## config.mk

```make
export PLATFORM = sky130hd
export DESIGN_NAME = irrx_receiver
export DESIGN_NICKNAME = d
export VERILOG_FILES = /design/src/irrx_pkg.sv /design/src/irrx_receiver.sv
export SDC_FILE = /design/constraint.sdc
export NUM_CORES = 1
export LEC_CHECK = 0
export ABC_AREA = 1
export BUFFER_PORTS_ARGS = -buffer_cell sky130_fd_sc_hd__buf_2
export CAP_MARGIN = 20
export CORE_ASPECT_RATIO = 0.6
export CORE_UTILIZATION = 40
export DETAILED_ROUTE_END_ITERATION = 8
export PLACE_DENSITY_LB_ADDON = 0.25
export SYNTH_ARGS = -nofsm -noshare
export SYNTH_HDL_FRONTEND = slang
export SYNTH_SLANG_ARGS = --single-unit
```

## constraint.sdc

```tcl
create_clock -name clock -period 2.6 [get_ports clock]
set_input_delay 0.78 -clock clock [delete_from_list [all_inputs] [get_ports clock]]
set_output_delay 0.78 -clock clock [all_outputs]
set_load 0.005 [all_outputs]
```

## src/irrx_pkg.sv

```systemverilog
`default_nettype none
package irrx_pkg;
  localparam int unsigned ADDR_W = 16;
  localparam logic [15:0] ADDR_CONTROL      = 16'hFE27;
  localparam logic [15:0] ADDR_EVENTS       = 16'hFE28;
  localparam logic [15:0] ADDR_SHIFT        = 16'hFE29;
  localparam logic [15:0] ADDR_HOLDING      = 16'hFE2A;
  localparam logic [15:0] ADDR_COUNT_PRESC  = 16'hFE2B;
  localparam logic [15:0] ADDR_DIRECTION    = 16'hFE2F;
  localparam logic [7:0]  RESET_CONTROL     = 8'h00;
  localparam logic [7:0]  RESET_EVENTS      = 8'h00;
  localparam logic [7:0]  RESET_SHIFT       = 8'h00;
  localparam logic [3:0]  RESET_PRESC_SEL   = 4'h0;
  localparam logic        RESET_DIRECTION   = 1'b0;
  localparam int unsigned CTL_RUN_BIT       = 7;
  localparam int unsigned CTL_FMT_LSB       = 4;
  localparam int unsigned CTL_INV_BIT       = 3;
  localparam int unsigned CTL_CK_LSB        = 0;
  localparam int unsigned EV_GUIDE_FLAG     = 7;
  localparam int unsigned EV_GUIDE_EN       = 6;
  localparam int unsigned EV_ERROR_FLAG     = 5;
  localparam int unsigned EV_ERROR_EN       = 4;
  localparam int unsigned EV_FULL_FLAG      = 3;
  localparam int unsigned EV_FULL_EN        = 2;
  localparam int unsigned EV_END_FLAG       = 1;
  localparam int unsigned EV_END_EN         = 0;
  localparam int unsigned CP_GUIDE_LSB      = 6;
  localparam int unsigned CP_DATA_LSB       = 4;
  localparam int unsigned CP_HOLD_BIT       = 3;
  localparam int unsigned DIR_BIT           = 7;
  localparam logic [2:0]  CK_SUBCLOCK       = 3'h6;
  localparam logic [2:0]  CK_ONE_CYCLE      = 3'h7;
  localparam logic [7:0]  BASE_PERIOD       = 8'h04;
  localparam logic [5:0]  PRESC_BASE_LONG   = 6'h04;
  localparam logic [5:0]  PRESC_BASE_SHORT  = 6'h02;
  localparam logic [2:0]  FMT_A             = 3'h0;
  localparam logic [2:0]  FMT_B             = 3'h1;
  localparam logic [2:0]  FMT_C             = 3'h2;
  localparam logic [2:0]  FMT_D             = 3'h3;
  localparam logic [2:0]  FMT_E             = 3'h4;
  localparam logic [2:0]  BIT_COUNT_LAST    = 3'h7;
endpackage : irrx_pkg
`default_nettype wire

```

## src/irrx_receiver.sv

```systemverilog
// Function
// - Polarity bit one inverts the remote input.
// - Active level at switch-on acts as start.
// - Clock select picks divided, subclock or single cycle.
// - During crystal hold only subclock sampling runs.
// - Wake allowed only if started on subclock.
// - Guide flag set only in formats 0,1,4.
// - Event flags cleared only by software writes.
// - Flag and enable raise interrupt and wake.
// - Data error flag set on checking error.
// - Full flag set on transfer to holding.
// - Frame end flag set on end condition.
// - Shift loads LSB or MSB first.
// - Shift cleared on stop, guide, edge, transfer.
// - Leftover bits stay in shift register.
// - Holding register undefined at reset, loaded per byte.
// - Three-bit counter counts decoded bits.
// - Bit counter cleared on stop, guide, edge.
// - Low nibble of count register read-only.
// - Prescale selects give counts per format.
// - Run bit starts and stops the receiver.
// - Format codes 0 to 4 select formats.
// - Hold at frame end until shift read.
// - Direction bit zero LSB first, one MSB.
`timescale 1ns/100ps
`default_nettype none
module irrx_receiver
  import irrx_pkg::*;
(
  input  wire logic              clock,
  input  wire logic              rst_n,
  input  wire logic [ADDR_W-1:0] reg_addr,
  input  wire logic [7:0]        reg_wdata,
  input  wire logic              reg_write,
  input  wire logic              reg_read,
  output logic      [7:0]        reg_rdata,
  input  wire logic              ir_input,
  input  wire logic              subclock,
  input  wire logic              crystal_hold,
  input  wire logic              dec_guide_ok,
  input  wire logic              dec_bit_valid,
  input  wire logic              dec_bit_value,
  input  wire logic              dec_error,
  input  wire logic              dec_frame_end,
  output logic                   ir_level,
  output logic                   start_pulse,
  output logic                   data_phase,
  output logic                   sample_tick,
  output logic                   prescale_tick,
  output logic                   irq,
  output logic                   wake
);

  logic [7:0] control;
  logic [7:0] events;
  logic [7:0] rx_shift_reg;
  logic [7:0] rx_holding_reg;
  logic [2:0] rx_bit_counter;
  logic       frame_hold_flag;
  logic [3:0] prescale_select;
  logic       shift_direction_select;
  logic [2:0] in_sync;
  logic       in_filt;
  logic [2:0] sub_sync;
  logic       sub_filt;
  logic       run_d;
  logic       edge_armed;
  logic       started_on_subclock;
  logic [7:0] sample_count;
  logic [5:0] presc_count;

  logic       run;
  logic [2:0] fmt;
  logic [2:0] clk_sel;
  logic       guide_fmt;
  logic       active_now;
  logic       sub_rise;
  logic       live;
  logic       take_bit;
  logic       byte_done;
  logic       start_now;
  logic       clear_frame;
  logic       next_sample_tick;
  logic       next_prescale_tick;
  logic [7:0] period;
  logic [5:0] presc_limit;
  logic [7:0] next_shift;
  logic [7:0] flag_set;
  logic       sel_wr_control;
  logic       sel_wr_events;
  logic       sel_wr_cp;
  logic       sel_wr_dir;

  function automatic logic [7:0] read_mux(input logic [ADDR_W-1:0] a);
    case (a)
      ADDR_CONTROL:     read_mux = control;
      ADDR_EVENTS:      read_mux = events;
      ADDR_SHIFT:       read_mux = rx_shift_reg;
      ADDR_HOLDING:     read_mux = rx_holding_reg;
      ADDR_COUNT_PRESC: read_mux = {prescale_select, frame_hold_flag,
                                    rx_bit_counter};
      ADDR_DIRECTION:   read_mux = {shift_direction_select, 7'h00};
      default:          read_mux = 8'h00;
    endcase
  endfunction : read_mux

  function automatic logic is_subclock(input logic [2:0] sel);
    is_subclock = (sel == CK_SUBCLOCK);
  endfunction : is_subclock

  function automatic logic [5:0] presc_count_for(input logic [2:0] f,
                                                 input logic [1:0] s);
    if (f == FMT_D || f == FMT_E) begin
      presc_count_for = PRESC_BASE_SHORT << s;
    end else begin
      presc_count_for = PRESC_BASE_LONG << s;
    end
  endfunction : presc_count_for

  assign run            = control[CTL_RUN_BIT];
  assign fmt            = control[CTL_FMT_LSB +: 3];
  assign clk_sel        = control[CTL_CK_LSB +: 3];
  assign guide_fmt      = (fmt == FMT_A) || (fmt == FMT_B) || (fmt == FMT_E);
  assign active_now     = in_filt ^ control[CTL_INV_BIT];
  assign sub_rise       = (sub_sync[2] == sub_sync[1]) && sub_sync[1]
                          && !sub_filt;
  assign live           = run && !frame_hold_flag;
  assign take_bit       = live && dec_bit_valid;
  assign byte_done      = take_bit && (rx_bit_counter == BIT_COUNT_LAST);
  // A start is the switch-on level or a later rising active edge.
  assign start_now      = live && active_now && (!run_d || !ir_level);
  // In formats 2 and 3 the switch-on start also counts as the first edge of a frame.
  assign clear_frame    = (live && dec_guide_ok && guide_fmt)
                          || (start_now && (edge_armed || !run_d)
                              && !guide_fmt);
  assign sel_wr_control = reg_write && (reg_addr == ADDR_CONTROL);
  assign sel_wr_events  = reg_write && (reg_addr == ADDR_EVENTS);
  assign sel_wr_cp      = reg_write && (reg_addr == ADDR_COUNT_PRESC);
  assign sel_wr_dir     = reg_write && (reg_addr == ADDR_DIRECTION);

  always_comb begin
    case (control[CTL_CK_LSB +: 3])
      CK_SUBCLOCK:  period = 8'h00;
      CK_ONE_CYCLE: period = 8'h01;
      default:      period = BASE_PERIOD << control[CTL_CK_LSB +: 3];
    endcase
    if (!run) begin
      next_sample_tick = 1'b0;
    end else if (is_subclock(clk_sel)) begin
      next_sample_tick = sub_rise;
    end else begin
      next_sample_tick = !crystal_hold
                         && (sample_count == period - 8'h01);
    end
  end

  always_comb begin
    presc_limit = presc_count_for(fmt, data_phase ? prescale_select[1:0]
                                                  : prescale_select[3:2]);
    next_prescale_tick = next_sample_tick
                         && (presc_count == presc_limit - 6'h01);
  end

  always_comb begin
    if (shift_direction_select) begin
      next_shift = {rx_shift_reg[6:0], dec_bit_value};
    end else begin
      next_shift = {dec_bit_value, rx_shift_reg[7:1]};
    end
  end

  always_comb begin
    flag_set = 8'h00;
    flag_set[EV_GUIDE_FLAG] = live && dec_guide_ok && guide_fmt;
    flag_set[EV_ERROR_FLAG] = live && dec_error;
    flag_set[EV_FULL_FLAG]  = byte_done;
    flag_set[EV_END_FLAG]   = live && dec_frame_end;
  end

  // Three stages; a change counts once stages two and three agree.
  always_ff @(posedge clock or negedge rst_n) begin
    if (!rst_n) begin
      in_sync  <= 3'h0;
      in_filt  <= 1'b0;
      sub_sync <= 3'h0;
      sub_filt <= 1'b0;
    end else begin
      in_sync  <= {in_sync[1:0], ir_input};
      sub_sync <= {sub_sync[1:0], subclock};
      if (in_sync[2] == in_sync[1]) begin
        in_filt <= in_sync[2];
      end
      if (sub_sync[2] == sub_sync[1]) begin
        sub_filt <= sub_sync[2];
      end
    end
  end

  always_ff @(posedge clock or negedge rst_n) begin
    if (!rst_n) begin
      control                <= RESET_CONTROL;
      prescale_select        <= RESET_PRESC_SEL;
      shift_direction_select <= RESET_DIRECTION;
    end else begin
      if (sel_wr_control) begin
        control <= reg_wdata;
      end
      if (sel_wr_cp) begin
        prescale_select <= reg_wdata[7:4];
      end
      if (sel_wr_dir) begin
        shift_direction_select <= reg_wdata[DIR_BIT];
      end
    end
  end

  // A hardware set wins over a software clear in the same cycle.
  always_ff @(posedge clock or negedge rst_n) begin
    if (!rst_n) begin
      events <= RESET_EVENTS;
    end else if (sel_wr_events) begin
      events <= reg_wdata | flag_set;
    end else begin
      events <= events | flag_set;
    end
  end

  always_ff @(posedge clock or negedge rst_n) begin
    if (!rst_n) begin
      // Each flag pairs with the enable bit just below it.
      irq  <= 1'b0;
      wake <= 1'b0;
      started_on_subclock <= 1'b0;
    end else begin
      irq  <= |(events[7:0] & {events[6:0], 1'b0} &
                8'b1010_1010);
      wake <= started_on_subclock && run
              && |(events & {events[6:0], 1'b0} & 8'hAA);
      if (run && !run_d) begin
        started_on_subclock <= is_subclock(clk_sel);
      end
    end
  end

  always_ff @(posedge clock or negedge rst_n) begin
    if (!rst_n) begin
      sample_count  <= 8'h00;
      presc_count   <= 6'h00;
      sample_tick   <= 1'b0;
      prescale_tick <= 1'b0;
    end else begin
      sample_tick   <= next_sample_tick;
      prescale_tick <= next_prescale_tick;
      if (!run || next_sample_tick
          || is_subclock(clk_sel)) begin
        sample_count <= 8'h00;
      end else if (!crystal_hold) begin
        sample_count <= sample_count + 8'h01;
      end
      if (!run || next_prescale_tick || clear_frame) begin
        presc_count <= 6'h00;
      end else if (next_sample_tick) begin
        presc_count <= presc_count + 6'h01;
      end
    end
  end

  always_ff @(posedge clock or negedge rst_n) begin
    if (!rst_n) begin
      run_d           <= 1'b0;
      ir_level        <= 1'b0;
      start_pulse     <= 1'b0;
      edge_armed      <= 1'b0;
      data_phase      <= 1'b0;
      frame_hold_flag <= 1'b0;
    end else begin
      run_d       <= run;
      ir_level    <= run && active_now;
      start_pulse <= start_now;
      if (!run) begin
        frame_hold_flag <= 1'b0;
        edge_armed      <= 1'b0;
        data_phase      <= 1'b0;
      end else if (live && dec_frame_end) begin
        frame_hold_flag <= 1'b1;
        data_phase      <= 1'b0;
      end else if (reg_read && reg_addr == ADDR_SHIFT) begin
        frame_hold_flag <= 1'b0;
        edge_armed      <= 1'b1;
      end else begin
        if (!run_d) begin
          edge_armed <= 1'b1;
        end else if (clear_frame) begin
          edge_armed <= 1'b0;
        end
        if (clear_frame) begin
          data_phase <= 1'b1;
        end else if (live && dec_error) begin
          data_phase <= 1'b0;
        end
      end
    end
  end

  always_ff @(posedge clock or negedge rst_n) begin
    if (!rst_n) begin
      rx_shift_reg   <= RESET_SHIFT;
      rx_bit_counter <= 3'h0;
    end else if (!run || clear_frame) begin
      rx_shift_reg   <= RESET_SHIFT;
      rx_bit_counter <= 3'h0;
    end else if (byte_done) begin
      rx_shift_reg   <= RESET_SHIFT;
      rx_bit_counter <= 3'h0;
    end else if (take_bit) begin
      rx_shift_reg   <= next_shift;
      rx_bit_counter <= rx_bit_counter + 3'h1;
    end
  end

  always_ff @(posedge clock) begin
    if (byte_done) begin
      rx_holding_reg <= next_shift;
    end
  end

  always_ff @(posedge clock or negedge rst_n) begin
    if (!rst_n) begin
      reg_rdata <= 8'h00;
    end else if (reg_read) begin
      reg_rdata <= read_mux(reg_addr);
    end else begin
      reg_rdata <= 8'h00;
    end
  end

endmodule : irrx_receiver
`default_nettype wire
```

==> run_results.csv <==
group,metric,value,unit
setup_path,worstPathRequired,2820,ps
global_routing,grt_first_pass_wirelength,17000,um
place,dp_hpwl,7840,um
layout,drive_above_1_share,21.1,%
yosys,yosysUniqueCellTypes,42,
outcome,status,"finished, final reports clean",
global_routing,grt_usage,20.3,%
place,dp_cells,704,
clocking,path_clk_slew,60,ps
yosys,async_flop_share,90.1,%
global_routing,grt_pass1_vias,3385,
yosys,ys_ff_latch,81,
yosys,syn_area,4320,um2
sta,final-setup-viol-count,0,
detailed_routing,wl,10400,um
power_and_ir_drop,power_density,566,nW/um2
yosys,synth.avg_cell_area,8.27,um2
yosys,synth_area_leaders,"dfrtp_1 (42%), nand2_1 (11%), inv_1 (5.7%), edfxtp_1 (5.6%), o21ai_0 (4.1%)",
worst_hold_path,hp-class,"reg2reg",
yosys,synth.top_cell.area_share,42.3,%
setup_path,cp.arrival,2590,ps
detailed_routing,final_antenna_net_count,0,
setup_path,worst-r2r-setup-slack,230,ps
sta,holdWs,349,ps
global_routing,antenna_found_initial,0,
sta,finalHoldViolations,0,
sta,maxSlewViolCount,0,
setup_path,critPathKind,"reg2reg",
sta,fmax,0.423,GHz
sta,fin_crit,2370,ps
yosys,syn_inst,522,
clocking,cts_htree_levels,3,
detailed_routing,num_vias,3657,
place,gp_congestion,0.900,
die,start_util,42.5,%
yosys,synth_common_cells,"nand2_1 (127), dfrtp_1 (73), inv_1 (66), nor2_1 (44), o21ai_0 (35)",
detailed_routing,first_pass_iters,5,
global_routing,grt_remaining_overflow,0,
yosys,syn-num-nets,566,
detailed_routing,drcViolationCount,0,
die,die_x,136,um
clocking,clock-sinks,81,
clocking,cts_buffers,9,
power_and_ir_drop,irDropWorstVdd,0.000417,V
layout,antenna_cells,0,
detailed_routing,drtIter0Drc,326,
sta,skew,4.76,ps
die,die_h,82.5,um
power_and_ir_drop,leakage,2.40,nW
detailed_routing,via_per_inst,5.07,
global_routing,grt_max_degree,43,
setup_path,endpoint_kind,"flop",
clocking,cts_root_buf,"clkbuf_16",
detailed_routing,wl_per_cell,14.4,um
setup_path,path_max_fanout,7,
yosys,synth.most_common_cell,"nand2_1",
yosys,ys_seq_area_share,47.9,%
layout,nets,626,
flow_run,maxCapViolCount,0,
yosys,synth-edff-count,8,
layout,stdcell_count,722,
place,port-buffer-count,50,
die,core-area,10200,um2
die,io_pins,51,
yosys,synth-main-ff-cell,"dfrtp_1",
layout,area_growth,18.7,%
sta,tightest_slew,567,ps
clocking,clockBufferDepth,2,
clocking,clk_latency,330,ps
sta,final.period_utilization,91.0,%
setup_path,critPathLaunchType,"flop",
die,row_count,28,
yosys,yosysTopAreaCell,"dfrtp_1",
clocking,cts_tree,"done",
yosys,yosys_warnings,0,
die,dieArea,11200,um2
sta,max-slew-margin-rel,62.2,%
==> final cells by class <==
| class | count | area [um2] |
|---|---|---|
| Clock buffer | 10 | 250 |
| Clock inverter | 6 | 113 |
| Fill cell | 976 | 5040 |
| Inverter | 71 | 268 |
| Multi-Input combinational cell | 360 | 1930 |
| Sequential cell | 81 | 2070 |
| Tap cell | 135 | 169 |
| Timing Repair Buffer | 59 | 320 |
==> final timing paths <==
| path | cells past startpoint | endpoint | startpoint |
|---|---|---|---|
| worst max-delay path | 17 | presc_count[1] | control[6] |
| worst min-delay path | 0 | sub_sync[1] | sub_sync[0] |
| worst max register to register | 17 | presc_count[1] | control[6] |
| worst min register to register | 0 | sub_sync[1] | sub_sync[0] |
| max in group asynchronous | 2 | sub_sync[2] | rst_n |
| min in group asynchronous | 1 | events[1] | rst_n |
==> cell usage in the layout, fill, tap and decap left out, types with 10 or more instances in the layout <==
cell type  Yosys  final
nor2_1        44     42
buf_4          1     10
xor2_1        10     10
nand2_1      127    126
inv_1         66     66
buf_2          3     49
nand3_1       31     31
nand4_1       18     18
o21ai_0       35     35
a21oi_1       21     20
dfrtp_1       73     71
clkbuf_16      0     10
==> cells by family (layout without fill, tap and decap cells) <==
logic type	Yosys count	after routing	share of synthesized area [%]
xor gates and xnor gates	12	12	2.44
DFF	81	81	47.9
buffers and inverters	81	146	7.94
muxes	1	1	0.261
and+or+nand+nor	257	257	27.7
adders and majority gates	9	9	2.55
AOI/OAI and AO/OA	81	81	11.2
==> critical path, stage by stage, from the launching register on <==
cell and delay [ps]:
dfrtp_1 370, inv_1 80, nor3_2 210, a21oi_2 60, inv_1 60, ha_2 180, inv_1 70, nor2_2 110
inv_1 60, ha_2 200, xor2_1 150, nand3b_1 160, nand2_1 70, nand2_1 70, nor2_2 100, nand2_2 130
nand4_1 120, nand2_1 50
==> report_power, final <==
part           total (mW)  leakage (nW)  internal (mW)  switching, mW
Sequential           1.29          1.08           1.29        0.00520
Clock                1.51         0.178          0.998          0.509
Combinational       0.101          1.15         0.0351         0.0656
==> per-stage QoR <==
stage / setup TNS (ps) / total power, mW / util [%] / worst slack, ps / cell area [um2]
5_1_grt: -117 / 3.00 / 50.4 / -33.3 / 5120
4_1_cts: 0 / 2.94 / 50.0 / 100 / 5080
6_report: 0 / 2.90 / 50.4 / 233 / 5120
3_3_place_gp: 0 / 1.41 / 46.4 / 226 / 4710
2_1_floorplan: 0 / 1.35 / - / 401 / 4320
3_5_place_dp: 0 / 1.42 / 46.4 / 118 / 4710
==> layer usage <==
metal	routed length, um	track usage (%)
met1	5390	30.1
met2	4220	29.1
met3	706	5.25
met4	59	5.00
met5	0	0
==> repair_timing <==
item                       4_1_cts  5_1_grt
resized for setup                0       10
hold endpoints to repair         0        0
hold buffers                     0        0
buffers inserted                 0        2
setup endpoints to repair        0        7
Note: power is estimated with default switching activity, not from simulation.
